==> config.mk <==
export PLATFORM = sky130hd
export DESIGN_NAME = rtk_timekeeper
export DESIGN_NICKNAME = d
export VERILOG_FILES = /design/src/logic/rtk_pkg.sv /design/src/logic/rtk_timekeeper.sv
export SDC_FILE = /design/constraint.sdc
export NUM_CORES = 1
export LEC_CHECK = 0
export BUFFER_PORTS_ARGS = -buffer_cell sky130_fd_sc_hd__clkbuf_2
export CAP_MARGIN = 25
export CORE_ASPECT_RATIO = 0.5
export CORE_UTILIZATION = 55
export DETAILED_ROUTE_END_ITERATION = 10
export GPL_ROUTABILITY_DRIVEN = 0
export PLACE_DENSITY_LB_ADDON = 0.05
export SYNTH_ARGS = -nofsm -noshare
export SYNTH_HDL_FRONTEND = slang
export SYNTH_SLANG_ARGS = --single-unit
==> constraint.sdc <==
create_clock -name mclk -period 5.4 [get_ports mclk]
set_clock_uncertainty 0.1 [all_clocks]
set_input_delay 0.54 -clock mclk [delete_from_list [all_inputs] [get_ports mclk]]
set_output_delay 0.54 -clock mclk [all_outputs]
set_load 0.01 [all_outputs]
==> src/logic/rtk_pkg.sv <==
// Package for the timekeeping and interval alarm block: map, fields, timing
package rtk_pkg;

	// SFR addresses
	localparam logic [7:0] ADDR_CONFIG = 8'ha1;
	localparam logic [7:0] ADDR_FRACTION = 8'ha2;
	localparam logic [7:0] ADDR_SEC = 8'ha3;
	localparam logic [7:0] ADDR_MIN = 8'ha4;
	localparam logic [7:0] ADDR_HOUR = 8'ha5;
	localparam logic [7:0] ADDR_INTERVAL = 8'ha6;
	localparam logic [7:0] ADDR_KEY = 8'hc1;
	localparam logic [7:0] ADDR_NOM_TRIM = 8'hf6;
	localparam logic [7:0] ADDR_THERM_TRIM = 8'hf7;
	localparam logic [7:0] ADDR_CAL_OPT = 8'hff;

	// Configuration bit positions
	localparam int BIT_MIDNIGHT = 7;
	localparam int BIT_HOUR24 = 6;
	localparam int BIT_TB_HI = 5;
	localparam int BIT_TB_LO = 4;
	localparam int BIT_SINGLE = 3;
	localparam int BIT_ALARM = 2;
	localparam int BIT_ITON = 1;
	localparam int BIT_KEEP_ON = 0;

	// Reset values
	localparam logic [7:0] CONFIG_RESET = 8'h01;
	localparam logic [7:0] REG_RESET = 8'h00;

	// Unlock key for the time counters
	localparam logic [7:0] TIME_KEY = 8'hea;

	// Wrap points
	localparam logic [7:0] FRACTION_MAX = 8'h7f;
	localparam logic [7:0] SEC_MAX = 8'h3b;
	localparam logic [7:0] MIN_MAX = 8'h3b;
	localparam logic [7:0] HOUR_MAX_24 = 8'h17;
	localparam logic [7:0] HOUR_MAX_256 = 8'hff;

	// Timing: crystal rate and ticks of 1/128 second
	localparam int XTAL_HZ = 32768;
	localparam int FRACTION_HZ = 128;
	localparam int XTAL_PER_FRACTION = XTAL_HZ / FRACTION_HZ;
	localparam logic [9:0] FRACTION_PERIOD = 10'(XTAL_PER_FRACTION);

	// Interval timebase selection
	typedef enum logic [1:0] {
		RTK_TB_FRACTION,
		RTK_TB_SECOND,
		RTK_TB_MINUTE,
		RTK_TB_HOUR
	} rtk_timebase_t;

	// One SFR access as seen from the core
	typedef struct packed {
		logic [7:0] addr;
		logic [7:0] wdata;
		logic we;
		logic re;
	} rtk_sfr_req_t;

	// Configuration register contents
	typedef struct packed {
		logic midnight;
		logic hour24;
		rtk_timebase_t timebase;
		logic single_shot;
		logic alarm;
		logic iton;
		logic keep_on;
	} rtk_config_t;

endpackage

==> src/logic/rtk_timekeeper.sv <==
// Real-time clock: time counters, trim, interval alarm and SFR access
`timescale 1ns/1ps

module rtk_timekeeper
	import rtk_pkg::*;
(
	input wire logic mclk,
	input wire logic nrst,
	input wire logic sys_rst,
	input wire logic xtal_clk,
	input wire rtk_pkg::rtk_sfr_req_t sfr_req,
	output logic [7:0] sfr_rdata,
	output logic sfr_hit,
	output logic rtc_irq,
	output logic adc_strobe_en
);
	import rtk_pkg::*;

	// ==========================================================
	// Storage
	rtk_config_t config_q;
	logic [7:0] fraction;
	logic [7:0] seconds;
	logic [7:0] minutes;
	logic [7:0] hours;
	logic [7:0] interval_target;
	logic [7:0] interval_count;
	logic interval_done;
	logic [7:0] key_reg;
	logic unlocked;
	logic [7:0] nom_trim;
	logic [7:0] therm_trim;
	logic [7:0] cal_options;
	logic [1:0] xtal_sync;
	logic xtal_last;
	logic [9:0] prescale;

	// ==========================================================
	// Crystal edge detect
	// The crystal is sampled by the core clock; the first stage feeds only
	// the second, so a metastable sample never reaches the edge logic.
	wire xtal_rise = xtal_sync[1] & ~xtal_last;

	always_ff @(posedge mclk or negedge nrst) begin
		if (!nrst) begin
			xtal_sync <= 2'b00;
			xtal_last <= 1'b0;
		end else begin
			xtal_sync <= {xtal_sync[0], xtal_clk};
			xtal_last <= xtal_sync[1];
		end
	end

	// ==========================================================
	// Trimmed 1/128 second prescaler
	// Both trims are signed; their sum shortens (positive) or stretches
	// (negative) the last fraction of each second, so the correction lands
	// once a second and never disturbs the fraction count itself.
	wire [8:0] trim_sum = {nom_trim[7], nom_trim} + {therm_trim[7], therm_trim};
	wire trim_slot = (fraction == FRACTION_MAX);
	wire [9:0] period_now = trim_slot ?
		10'(FRACTION_PERIOD - {trim_sum[8], trim_sum}) : FRACTION_PERIOD;
	wire prescale_end = xtal_rise && (prescale >= 10'(period_now - 10'd1));
	wire fraction_tick = prescale_end;

	always_ff @(posedge mclk or negedge nrst) begin
		if (!nrst) begin
			prescale <= 10'h000;
		end else if (prescale_end) begin
			prescale <= 10'h000;
		end else if (xtal_rise) begin
			prescale <= 10'(prescale + 10'd1);
		end
	end

	// ==========================================================
	// Time counter chain
	// Ticks do not depend on any core power state, so the chain keeps
	// counting whatever the core is doing.
	wire [7:0] hour_max = config_q.hour24 ? HOUR_MAX_24 : HOUR_MAX_256;
	wire fraction_wrap = fraction_tick && (fraction == FRACTION_MAX);
	wire sec_wrap = fraction_wrap && (seconds == SEC_MAX);
	wire min_wrap = sec_wrap && (minutes == MIN_MAX);
	wire hour_wrap = min_wrap && (hours == hour_max);

	wire [7:0] next_fraction = fraction_wrap ? 8'h00 :
		(fraction_tick ? 8'(fraction + 8'd1) : fraction);
	wire [7:0] next_seconds = sec_wrap ? 8'h00 :
		(fraction_wrap ? 8'(seconds + 8'd1) : seconds);
	wire [7:0] next_minutes = min_wrap ? 8'h00 :
		(sec_wrap ? 8'(minutes + 8'd1) : minutes);
	wire [7:0] next_hours = hour_wrap ? 8'h00 :
		(min_wrap ? 8'(hours + 8'd1) : hours);

	// ==========================================================
	// SFR decode
	wire wr = sfr_req.we;
	wire access = sfr_req.we | sfr_req.re;
	wire [7:0] wdata = sfr_req.wdata;
	wire wr_config = wr && (sfr_req.addr == ADDR_CONFIG);
	wire wr_interval = wr && (sfr_req.addr == ADDR_INTERVAL);
	wire wr_key = wr && (sfr_req.addr == ADDR_KEY);
	wire wr_nom = wr && (sfr_req.addr == ADDR_NOM_TRIM);
	wire wr_therm = wr && (sfr_req.addr == ADDR_THERM_TRIM);
	wire wr_cal = wr && (sfr_req.addr == ADDR_CAL_OPT);
	// Time counter writes pass only straight after the key.
	wire time_wr = wr && unlocked;
	wire wr_fraction = time_wr && (sfr_req.addr == ADDR_FRACTION);
	wire wr_sec = time_wr && (sfr_req.addr == ADDR_SEC);
	wire wr_min = time_wr && (sfr_req.addr == ADDR_MIN);
	wire wr_hour = time_wr && (sfr_req.addr == ADDR_HOUR);

	// ==========================================================
	// Interval timer
	wire tb_tick = (config_q.timebase == RTK_TB_FRACTION) ? fraction_tick :
		(config_q.timebase == RTK_TB_SECOND) ? fraction_wrap :
		(config_q.timebase == RTK_TB_MINUTE) ? sec_wrap : min_wrap;
	wire interval_run = config_q.iton && config_q.keep_on;
	wire [7:0] count_plus = 8'(interval_count + 8'd1);
	wire interval_hit = interval_run && !interval_done && tb_tick &&
		(count_plus == interval_target);

	always_ff @(posedge mclk or negedge nrst) begin
		if (!nrst) begin
			interval_count <= 8'h00;
			interval_done <= 1'b0;
		end else if (!interval_run) begin
			interval_count <= 8'h00;
			interval_done <= 1'b0;
		end else if (interval_hit) begin
			interval_count <= 8'h00;
			interval_done <= config_q.single_shot;
		end else if (tb_tick && !interval_done) begin
			interval_count <= count_plus;
		end
	end

	// ==========================================================
	// Flags
	// Software clears a flag by writing zero to its bit; writing one leaves
	// it alone. A new event in the same cycle beats the clear.
	wire next_midnight = hour_wrap ||
		(config_q.midnight && !(wr_config && !wdata[BIT_MIDNIGHT]));
	wire next_alarm = interval_hit ||
		(config_q.alarm && !(wr_config && !wdata[BIT_ALARM]));

	// ==========================================================
	// Configuration register
	// The 24-hour bit lives on power-on reset only; the rest of the control
	// bits also return to default on a watchdog or pin reset.
	always_ff @(posedge mclk or negedge nrst) begin
		if (!nrst) begin
			config_q <= rtk_config_t'(CONFIG_RESET);
		end else begin
			config_q.midnight <= next_midnight;
			config_q.alarm <= next_alarm;
			if (wr_config) begin
				config_q.hour24 <= wdata[BIT_HOUR24];
			end
			if (sys_rst) begin
				config_q.timebase <= RTK_TB_FRACTION;
				config_q.single_shot <= CONFIG_RESET[BIT_SINGLE];
				config_q.iton <= CONFIG_RESET[BIT_ITON];
				config_q.keep_on <= CONFIG_RESET[BIT_KEEP_ON];
			end else if (wr_config) begin
				config_q.timebase <=
					rtk_timebase_t'(wdata[BIT_TB_HI:BIT_TB_LO]);
				config_q.single_shot <= wdata[BIT_SINGLE];
				config_q.iton <= wdata[BIT_ITON];
				config_q.keep_on <= wdata[BIT_KEEP_ON];
			end
		end
	end

	// ==========================================================
	// Time counters
	// Only nrst clears them; sys_rst is deliberately not seen here.
	// A counter write in the same cycle as a tick wins over the tick.
	always_ff @(posedge mclk or negedge nrst) begin
		if (!nrst) begin
			fraction <= REG_RESET;
			seconds <= REG_RESET;
			minutes <= REG_RESET;
			hours <= REG_RESET;
		end else begin
			fraction <= wr_fraction ? wdata : next_fraction;
			seconds <= wr_sec ? wdata : next_seconds;
			minutes <= wr_min ? wdata : next_minutes;
			hours <= wr_hour ? wdata : next_hours;
		end
	end

	// ==========================================================
	// Key register and one-shot unlock
	always_ff @(posedge mclk or negedge nrst) begin
		if (!nrst) begin
			key_reg <= REG_RESET;
			unlocked <= 1'b0;
		end else if (sys_rst) begin
			key_reg <= REG_RESET;
			unlocked <= 1'b0;
		end else begin
			if (wr_key) begin
				key_reg <= wdata;
			end
			if (access) begin
				unlocked <= wr_key && (wdata == TIME_KEY);
			end
		end
	end

	// ==========================================================
	// Trim, interval target and calibration options
	// The nominal trim goes back to zero on any reset; the others clear on nrst only and keep through sys_rst.
	always_ff @(posedge mclk or negedge nrst) begin
		if (!nrst) begin
			nom_trim <= REG_RESET;
			therm_trim <= REG_RESET;
			interval_target <= REG_RESET;
			cal_options <= REG_RESET;
		end else begin
			if (sys_rst) begin
				nom_trim <= REG_RESET;
			end else if (wr_nom) begin
				nom_trim <= wdata;
			end
			if (wr_therm) begin
				therm_trim <= wdata;
			end
			if (wr_interval) begin
				interval_target <= wdata;
			end
			if (wr_cal) begin
				cal_options <= wdata;
			end
		end
	end

	// ==========================================================
	// Read path
	// Reads come straight from the counters, which are clocked in the core domain, so a counter
	// never changes half way through a read.
	logic [7:0] read_mux;
	logic read_map;

	always_comb begin
		read_mux = 8'h00;
		read_map = 1'b1;
		unique case (sfr_req.addr)
			ADDR_CONFIG: read_mux = config_q;
			ADDR_FRACTION: read_mux = fraction;
			ADDR_SEC: read_mux = seconds;
			ADDR_MIN: read_mux = minutes;
			ADDR_HOUR: read_mux = hours;
			ADDR_INTERVAL: read_mux = interval_target;
			ADDR_KEY: read_mux = key_reg;
			ADDR_NOM_TRIM: read_mux = nom_trim;
			ADDR_THERM_TRIM: read_mux = therm_trim;
			ADDR_CAL_OPT: read_mux = cal_options;
			default: read_map = 1'b0;
		endcase
	end

	always_ff @(posedge mclk or negedge nrst) begin
		if (!nrst) begin
			sfr_rdata <= 8'h00;
			sfr_hit <= 1'b0;
		end else begin
			sfr_rdata <= (sfr_req.re && read_map) ? read_mux : 8'h00;
			sfr_hit <= access && read_map;
		end
	end

	// ==========================================================
	// Interrupt and strobe enable
	always_ff @(posedge mclk or negedge nrst) begin
		if (!nrst) begin
			rtc_irq <= 1'b0;
			adc_strobe_en <= CONFIG_RESET[BIT_KEEP_ON];
		end else begin
			rtc_irq <= next_midnight || next_alarm;
			adc_strobe_en <= sys_rst ? CONFIG_RESET[BIT_KEEP_ON] :
				(wr_config ? wdata[BIT_KEEP_ON] : config_q.keep_on);
		end
	end

endmodule

Word level (Yosys, flattened, before mapping)
Cells that the tools add are included.
{"block": "word_totals", "ff_bits": 114, "input_bits": 22, "wordCells": 145}
{"block": "op_classes", "addsub": 9, "n_lt_le_gt_ge": 1, "n_eq_ne": 20, "mux": 39, "bitwise": 3, "reduce_logical": 47}
{"cell": "8-bit two-way mux", "count": 21}
{"cell": "8-bit == test (second input constant)", "count": 11}
{"cell": "8-bit case mux with 10 select lines", "count": 1}
{"cell": "8-bit by 1-bit adder with 8-bit output (second input constant)", "count": 5}
{"cell": "10-bit two-way mux", "count": 3}
{"cell": "1-bit logical AND", "count": 28}
{"cell": "8-bit by 6-bit == test with 1-bit output (second input constant)", "count": 2}
{"cell": "8-bit == test", "count": 2}
{"cell": "3-bit nonzero test", "count": 4}
{"cell": "10-bit by 1-bit adder with 10-bit output (second input constant)", "count": 1}
{"cell": "10-bit >= comparator", "count": 1}
{"cell": "1-bit two-way mux", "count": 10}
{"cell": "2-bit nonzero test", "count": 5}
{"cell": "10-bit OR reduction", "count": 1}
{"cell": "10-bit by 1-bit subtractor with 10-bit output (second input constant)", "count": 1}
{"cell": "9-bit by 10-bit subtractor with 10-bit output (first input constant)", "count": 1}
{"cell": "8-bit by 8-bit adder with 9-bit output", "count": 1}
{"cell": "8-bit by 7-bit == test with 1-bit output (second input constant)", "count": 1}
{"cell": "3-bit two-way mux", "count": 2}
{"cell": "1-bit logical NOT", "count": 5}
{"cell": "2-bit two-way mux", "count": 2}
{"cell": "1-bit logical OR", "count": 3}
{"cell": "3-bit by 1-bit != test with 1-bit output (second input constant)", "count": 1}
{"cell": "2-bit by 1-bit == test with 1-bit output (second input constant)", "count": 1}
{"cell": "other kinds (6)", "count": 6}

Depth between registers and ports, before layout
Gate-level depths: netlist of run 1.
{"block": "logic_depth", "depth_word": 16, "mapped_depth": 19, "depth_no_buf": 18}

Worst setup path after synthesis of run 1
No wires, ideal clock.
{"block": "synth_timing", "path_kind": "register -> register", "start": "reg nom_trim[0]", "end": "reg interval_count[0]", "setup_time_ps": 127, "arrival_ps": 4368, "t_required_ps": 5173, "slack_ps": 805, "stages_incl_launch_ff": 19, "synth_period_minus_slack_ps": 4595, "cell_sequence": "dfrtp_1 ha_1 fa_1 inv_1 ha_1 inv_1 a2111oi_0 o22ai_1 nor3b_1 or3_1 a31oi_1 ha_1 and4_1 a221oi_1 o21a_1 clkbuf_1 nor3_1 mux2i_1 nor2_1"}
{"block": "synth_via", "elab_chain_cells": 16, "elab_cells_between_ends": 18, "cone_classes": "add/sub: 3; order compare: 1; eq/ne: 1; mux: 6; reduce/logical: 7"}
{"item": "from (decl)", "line_no": "rtk_timekeeper.sv:31", "rtl": "logic [7:0] nom_trim;"}
{"item": "from (signal assigned)", "line_no": "rtk_timekeeper.sv:225", "rtl": "nom_trim <= wdata;"}
{"item": "8-bit by 8-bit adder with 9-bit output *", "line_no": "rtk_timekeeper.sv:59", "rtl": "wire [8:0] trim_sum = {nom_trim[7], nom_trim} + {therm_trim[7], therm_trim};"}
{"item": "9-bit by 10-bit subtractor with 10-bit output *", "line_no": "rtk_timekeeper.sv:62", "rtl": "10'(FRACTION_PERIOD - {trim_sum[8], trim_sum}) : FRACTION_PERIOD;"}
{"item": "10-bit two-way mux *", "line_no": "rtk_timekeeper.sv:61", "rtl": "wire [9:0] period_now = trim_slot ?"}
{"item": "10-bit by 1-bit subtractor with 10-bit output *", "line_no": "rtk_timekeeper.sv:63", "rtl": "wire prescale_end = xtal_rise && (prescale >= 10'(period_now - 10'd1));"}
{"item": "10-bit >= comparator *", "line_no": "rtk_timekeeper.sv:63"}
{"item": "1-bit logical AND *", "line_no": "rtk_timekeeper.sv:63"}
{"item": "1-bit logical AND", "line_no": "rtk_timekeeper.sv:81", "rtl": "wire fraction_wrap = fraction_tick && (fraction == FRACTION_MAX);"}
{"item": "1-bit logical AND", "line_no": "rtk_timekeeper.sv:82", "rtl": "wire sec_wrap = fraction_wrap && (seconds == SEC_MAX);"}
{"item": "1-bit logical AND", "line_no": "rtk_timekeeper.sv:83", "rtl": "wire min_wrap = sec_wrap && (minutes == MIN_MAX);"}
{"item": "1-bit two-way mux", "line_no": "rtk_timekeeper.sv:117", "rtl": "(config_q.timebase == RTK_TB_MINUTE) ? sec_wrap : min_wrap;"}
{"item": "1-bit two-way mux", "line_no": "rtk_timekeeper.sv:116", "rtl": "(config_q.timebase == RTK_TB_SECOND) ? fraction_wrap :"}
{"item": "1-bit two-way mux *", "line_no": "rtk_timekeeper.sv:115", "rtl": "wire tb_tick = (config_q.timebase == RTK_TB_FRACTION) ? fraction_tick :"}
{"item": "1-bit logical AND (2 in series)", "line_no": "rtk_timekeeper.sv:120", "rtl": "wire interval_hit = interval_run && !interval_done && tb_tick &&"}
{"item": "8-bit two-way mux", "line_no": "rtk_timekeeper.sv:130", "rtl": "end else if (interval_hit) begin"}
{"item": "8-bit two-way mux", "line_no": "rtk_timekeeper.sv:127", "rtl": "end else if (!interval_run) begin"}
{"item": "to (signal assigned)", "line_no": "rtk_timekeeper.sv:134", "rtl": "interval_count <= count_plus;"}
{"item": "to (decl)", "line_no": "rtk_timekeeper.sv:27", "rtl": "logic [7:0] interval_count;"}
Every way passes the cells marked *; elsewhere a longest branch is shown, timed or not.
A chain may end at the register's enable or synchronous reset.

Worst setup path in the final report of run 1
{"block": "layout_timing", "start": "reg nom_trim[0]", "end": "reg fraction[5]"}
{"block": "layout_via", "elab_chain_cells": 9, "elab_cells_between_ends": 10, "cone_classes": "add/sub: 3; order compare: 1; mux: 3; reduce/logical: 3"}
{"item": "8-bit by 8-bit adder with 9-bit output *", "line_no": "rtk_timekeeper.sv:59"}
{"item": "9-bit by 10-bit subtractor with 10-bit output *", "line_no": "rtk_timekeeper.sv:62"}
{"item": "10-bit two-way mux *", "line_no": "rtk_timekeeper.sv:61"}
{"item": "10-bit by 1-bit subtractor with 10-bit output *", "line_no": "rtk_timekeeper.sv:63"}
{"item": "10-bit >= comparator *", "line_no": "rtk_timekeeper.sv:63"}
{"item": "1-bit logical AND *", "line_no": "rtk_timekeeper.sv:63"}
{"item": "1-bit logical AND", "line_no": "rtk_timekeeper.sv:81"}
{"item": "8-bit two-way mux", "line_no": "rtk_timekeeper.sv:86", "rtl": "wire [7:0] next_fraction = fraction_wrap ? 8'h00 :"}
{"item": "8-bit two-way mux", "line_no": "rtk_timekeeper.sv:186", "rtl": "fraction <= wr_fraction ? wdata : next_fraction;"}
{"item": "to (signal assigned)", "line_no": "rtk_timekeeper.sv:186"}
{"item": "to (decl)", "line_no": "rtk_timekeeper.sv:22", "rtl": "logic [7:0] fraction;"}
Marked as above.

==> results by group, run 1 <==
Outcome
  • Status: complete, no violations

Yosys
  • Top FF cell, synth: dfrtp_1
  • Mean Syn Cell Area: 8.915 sq um
  • Synth Register Bits: 114
  • Number of distinct library cells after synthesis: 74
  • Dominant cells by area after synthesis: dfrtp_1, nor2_1, ha_1
  • Seq/Total Area, Yosys: 39.39%
  • Top-area cell type share of the netlist area: 38.67%
  • Post-Synthesis Cell Area: 7248 sq um
  • Syn Inst Count: 813
  • Syn Nets: 862
  • Yosys warns: 0
  • Asr flop ratio synth: 100.0%
  • Post-synth EDFFs: 0
  • Yosys top cell by area: dfrtp_1

Clock network
  • TritonCTS Sinks: 114
  • Skew-Pair Late Insertion Delay: 0.42 ns
  • CTS buffer count: 17
  • Clock slew at reported path FFs: 0.06 ns
  • Post CTS Setup Buffer Count: 0
  • CTS H-tree depth: 4
  • TritonCTS clock tree: built
  • Root Driver: clkbuf_16
  • Clock Path Buffers: 2

Power
  • Worst vdd ir: 0.1645 mV
  • Power Total: 0.002224 W
  • LEAKAGE: 3.494 nW
  • PD cells: 272.2 nW/um^2

Job
  • Maxcap violations: 0

Place
  • IO Port Bufs: 32
  • Pre-CTS setup slack: 0.3417 ns
  • Placed cell areas: 7570 sq um
  • Detail Placement HPWL: 14.85 mm

Worst setup path
  • Max stage delay on crit path: 0.56 ns
  • Slowest cell on the critical path: nor2_1
  • CP endpoint kind: flop
  • CP Class: flop to flop
  • Startpoint types: flop
  • Data required time at the worst endpoint: 5.59 ns
  • Worst path bufs/invs: 1
  • Crit path cell chain: ha_1 -> fa_1 -> xor2_1 -> nor3_1 -> o221ai_1 -> nor4b_2 -> mux2i_1 -> o211ai_1 -> xnor2_1 -> ha_1 -> nand4_1 -> o21a_1 -> buf_4 -> nor2_1 -> a21boi_0 -> o22a_1
  • CP Data Arrival Time: 5.22 ns
  • CP dominant cell by count: ha_1
  • Top delay family on crit path: simple AND/OR/NAND/NOR gates
  • Worst-path fanout max: 10

Finish
  • Most flops, register: prescale
  • # fillers: 1100
  • Commonest non-fill, non-tap cell in the layout: dfrtp_1
  • Most frequent cells in the layout: dfrtp_1, nor2_1, nand2_1
  • P&R area growth vs syn: 12.72%
  • Largest register FFs: 10
  • Post-layout util: 63.97%
  • Area of the multi-input gates: 4194 sq um
  • Fraction of layout cells with a size suffix above 1: 13.65%
  • Nets@finish: 886
  • Antenna diodes: 0
  • Finished Cell Area: 8170 sq um
  • Register area: 2855 sq um

Timing
  • Slew margin rel.: 42.54%
  • Fmax: 199.0 MHz
  • Worst-Margin Slew: 0.8602 ns
  • RSZ-0062 raised after global routing: false
  • Setup TNS: 0 ns
  • Setup slack after layout: 0.3754 ns
  • Endpoints failing setup: 0
  • Max-slew violations: 0
  • Final hold vios: 0
  • Minimum clock period: 5.025 ns
  • Final period utilization: 93.05%

Routing
  • Metal-1 WL: 9.593 mm
  • Top layer in use: met4
  • Avg WL per Cell: 20.48 um
  • Antenna viol nets, final: 0
  • WL final: 20.89 mm
  • DR vias: 6609
  • Drt pass-1 iters: 7
  • Met2 Routed Length: 9.196 mm
  • Via/cell ratio: 6.479
  • Drt drc: 0
  • DR WL met3: 1.774 mm
  • DRT iter0 DRCs: 686

Floorplan
  • Die Ht: 83.18 um
  • Die X: 164.4 um
  • Area of the core: 12770 sq um
  • Initial Util: 56.75%
  • Die area: 13670 sq um
  • Top Ports: 33
  • Num rows: 29

Global route
  • Vias in the first global route: 6195
  • First-pass GRT wire length: 33.84 mm
  • Initial antenna violation count: 0
  • Pin count of the biggest net entering global routing: 62
  • GRT Util Overall: 32.57%
  • Total gr overflow: 0

Worst hold path
  • Worst hold path type: input port to asynchronous set/reset pin
synth_stat cells, drive strengths merged, types with 4 or more instances:
master and number:
a221oi 11, a222oi 4, o31ai 5, o21ai 52, xnor2 23, a211oi 4, nor3b 4, o21a 7
nor2 95, a21o 8, inv 13, nand2b 9, mux2i 16, nand2 77, mux2 19, a31oi 22
nor2b 5, a22oi 10, nor4 11, ha 26, xor2 12, clkbuf 38, or2 4, nand3 46
and3 14, a41oi 5, or3 13, nand3b 8, a21oi 46, nor3 20, nand4 12, dfrtp 112
o22ai 5, a22o 9
cell type report:
type | count | area share [%]
multi-input combinational | 645 | 51.33
sequential | 114 | 34.95
clock buffer | 21 | 5.636
timing repair buffer | 46 | 3.277
tap | 170 | 2.603
clock inverter | 11 | 1.608
inverter | 13 | 0.5972
cell families (layout without fill, tap and decap cells):
| kind of cell | count (synthesis) | after routing | share of synthesized area, % |
|---|---|---|---|
| AO/OA/AOI/OAI | 209 | 209 | 19.02 |
| XOR/XNOR | 38 | 38 | 5.179 |
| adder cells (fa/ha/maj) | 27 | 27 | 4.764 |
| buffers and inverters | 54 | 91 | 2.935 |
| flip-flops | 114 | 114 | 39.39 |
| multiplexers | 35 | 35 | 5.161 |
| AND/OR/NAND/NOR | 336 | 336 | 23.55 |
stage by stage:
step / hold slack [ns] / cells
after floorplan: 0.1444 / 813
after global placement: 0.2365 / 988
after detailed placement: 0.2355 / 988
after CTS: 0.1294 / 1020
after global routing: 0.1327 / 1020
final: 0.1046 / 1020
per-layer routing:
| metal | track usage (%) | vias to the layer above |
|---|---|---|
| li1 | - | 3054 |
| met1 | 47.59 | 3281 |
| met2 | 47.60 | 238 |
| met3 | 8.991 | 36 |
| met4 | 7.997 | 0 |
| met5 | 0 | - |
final timing paths:
path / startpoint / end / slack, ns / cells after the start
max: nom_trim[0] / fraction[5] / 0.38 / 16
min: nrst / prescale[7] / 0.10 / 1
max reg2reg: nom_trim[0] / fraction[5] / 0.38 / 16
min reg2reg: xtal_sync[0] / xtal_sync[1] / 0.25 / 0
max in group asynchronous: nrst / key_reg[2] / 3.90 / 2
min in group mclk: xtal_clk / xtal_sync[0] / 0.13 / 1
where the power goes:
part / leakage [nW] / switching [W] / internal (W) / total (W)
Sequential: 1.40 / 0.0000299 / 0.000881 / 0.000911
Clock: 0.280 / 0.000410 / 0.000706 / 0.00112
Combinational: 1.82 / 0.000124 / 0.0000729 / 0.000197
timing repair:
action	in CTS	in global routing
endpoints found under the setup margin	0	16
resized for setup	0	3
hold buffers	0	0
Note: power is estimated with default switching activity, not from simulation.
==> run 2, diff against run 1 <==
--- a/config.mk
+++ b/config.mk
@@ -12,6 +12,7 @@
 export DETAILED_ROUTE_END_ITERATION = 10
 export GPL_ROUTABILITY_DRIVEN = 0
 export PLACE_DENSITY_LB_ADDON = 0.05
+export SETUP_SLACK_MARGIN = 0.5
 export SYNTH_ARGS = -nofsm -noshare
 export SYNTH_HDL_FRONTEND = slang
 export SYNTH_SLANG_ARGS = --single-unit
==> results by group, run 2 (synthesized netlist as in run 1, its figures left out) <==
Worst setup path
  • Worst path bufs/invs: 1
  • CP Data Arrival Time: 4.81 ns
  • CP endpoint kind: flop
  • Startpoint types: flop
  • CP Class: flop to flop
  • Data required time at the worst endpoint: 5.58 ns
  • Max stage delay on crit path: 0.50 ns
  • Slowest cell on the critical path: a211oi_1
  • Top delay family on crit path: compound AO/OA/AOI/OAI gates
  • Crit path cell chain: ha_1 -> a211oi_1 -> nor2_1 -> o221ai_2 -> xor2_1 -> o31ai_2 -> o21a_1 -> xor2_1 -> ha_1 -> a21o_1 -> a21o_1 -> a21oi_2 -> o21a_1 -> buf_4 -> nor2_4 -> a41oi_1 -> nor2_1
  • Worst-path fanout max: 10

Finish
  • Most flops, register: prescale
  • P&R area growth vs syn: 14.16%
  • Nets@finish: 888
  • Antenna diodes: 0
  • Area of the multi-input gates: 4283 sq um
  • Largest register FFs: 10
  • # fillers: 1083
  • Post-Layout Cell Count: 1022
  • Commonest non-fill, non-tap cell in the layout: dfrtp_1
  • Fraction of layout cells with a size suffix above 1: 15.26%
  • Register area: 2855 sq um
  • Most frequent cells in the layout: dfrtp_1, nor2_1, nand2_1

Clock network
  • Post-CTS Hold Fix Bufs: 0
  • Clock slew at reported path FFs: 0.06 ns
  • TritonCTS Sinks: 114
  • TritonCTS clock tree: built
  • Clock Path Buffers: 2
  • Skew-Pair Late Insertion Delay: 0.42 ns
  • CTS buffer count: 17
  • CTS H-tree depth: 4
  • Root Driver: clkbuf_16

Place
  • Detail Placement HPWL: 14.85 mm
  • Placed cell count: 988
  • IO Port Bufs: 32

Global route
  • Vias in the first global route: 6194
  • Pin count of the biggest net entering global routing: 62
  • First-pass GRT wire length: 33.88 mm
  • GRT Util Overall: 32.62%
  • Total gr overflow: 0
  • Initial antenna violation count: 0

Routing
  • Drt pass-1 iters: 8
  • DRT iter0 DRCs: 676
  • DR vias: 6570
  • Avg WL per Cell: 20.60 um
  • WL final: 21.05 mm
  • Via/cell ratio: 6.429
  • Drt drc: 0
  • Antenna viol nets, final: 0

Timing
  • Setup TNS: 0 ns
  • Fmax: 215.9 MHz
  • Endpoints failing setup: 0
  • Worst-Margin Slew: 0.8682 ns
  • Slew margin rel.: 42.00%
  • RSZ-0062 raised after global routing: false
  • Max-slew violations: 0
  • Final period utilization: 85.78%
  • Minimum clock period: 4.632 ns
  • Final hold vios: 0

Floorplan
  • Die area: 13670 sq um
  • Initial Util: 56.75%
  • Die Ht: 83.18 um
  • Top Ports: 33
  • Num rows: 29
  • Die X: 164.4 um
  • Area of the core: 12770 sq um

Power
  • Combinational Power Share: 9.1%
  • Sw Ratio: 25.31%
  • Net Sw Power: 0.0005635 W
  • Clock Power Share: 50.0%
  • Worst vdd ir: 0.1660 mV
  • Reg power frac: 40.9%
  • Internal Pwr Total: 0.001663 W
  • LEAKAGE: 3.519 nW
  • PD cells: 269.1 nW/um^2

Worst hold path
  • Worst hold path type: input port to asynchronous set/reset pin

Job
  • Maxcap violations: 0

Outcome
  • Status: complete, no violations
-- run 2: repair_timing --
item,4_1_cts,5_1_grt
resized for setup,4,16
setup buffers,0,2
setup endpoints to repair,18,53
pin swaps,0,4
-- run 2: routing by layer --
metal  part of all wire, %  global-route usage, %  vias up
li1                      -                      -     3067
met1                    45                  47.75     3204
met2                    44                  47.60      270
met3                   9.4                  8.791       29
met4                   1.6                  8.249        0
met5                     0                      0        -
-- run 2: worst reg2reg max path: cells and delay by family (launching register included) --
family / cells / cell delay [ns]
AOI/OAI and AO/OA: 9 / 2.37
adders and majority gates: 2 / 0.65
DFF: 1 / 0.49
and+or+nand+nor: 3 / 0.36
xor gates and xnor gates: 2 / 0.32
buffers and inverters: 1 / 0.22
-- run 2: metrics by stage --
step	setup slack [ns]	util, %	total power (W)	hold slack (ns)	cell area (sq um)
2_1_floorplan	0.8051	-	0.001043	0.1444	7248
3_3_place_gp	0.5053	59.27	0.001114	0.2365	7570
3_5_place_dp	0.3417	59.27	0.001119	0.2355	7570
4_1_cts	0.4902	63.99	0.002230	0.1294	8173
5_1_grt	0.4953	64.78	0.002306	0.1338	8274
6_report	0.7680	64.78	0.002227	0.1043	8274
-- run 2: cell type report --
class,count,area share [%]
Clock buffer,21,5.565
Clock inverter,11,1.588
Inverter,13,0.5897
Multi-Input combinational cell,645,51.76
Sequential cell,114,34.51
Tap cell,170,2.571
Timing Repair Buffer,48,3.418
-- run 2: worst paths after layout --
check | startpoint | end | slack [ns] | cells past startpoint
setup reg to reg | nom_trim[1] | interval_done | 0.77 | 17
min in group mclk | xtal_clk | xtal_sync[0] | 0.14 | 1
max in group asynchronous | nrst | hours[3] | 3.90 | 2
hold reg to reg | xtal_sync[0] | xtal_sync[1] | 0.25 | 0
hold / removal | nrst | prescale[7] | 0.10 | 1
setup / recovery | nom_trim[1] | interval_done | 0.77 | 17
-- run 2: power by group through the flow --
stage                     Combinational, W  Clock, W  Sequential, W
after floorplan                   0.000127         0       0.000916
after global placement            0.000189         0       0.000925
after detailed placement          0.000194         0       0.000925
after CTS                         0.000197   0.00112       0.000911
after global routing              0.000225   0.00117       0.000915
final                             0.000203   0.00111       0.000911
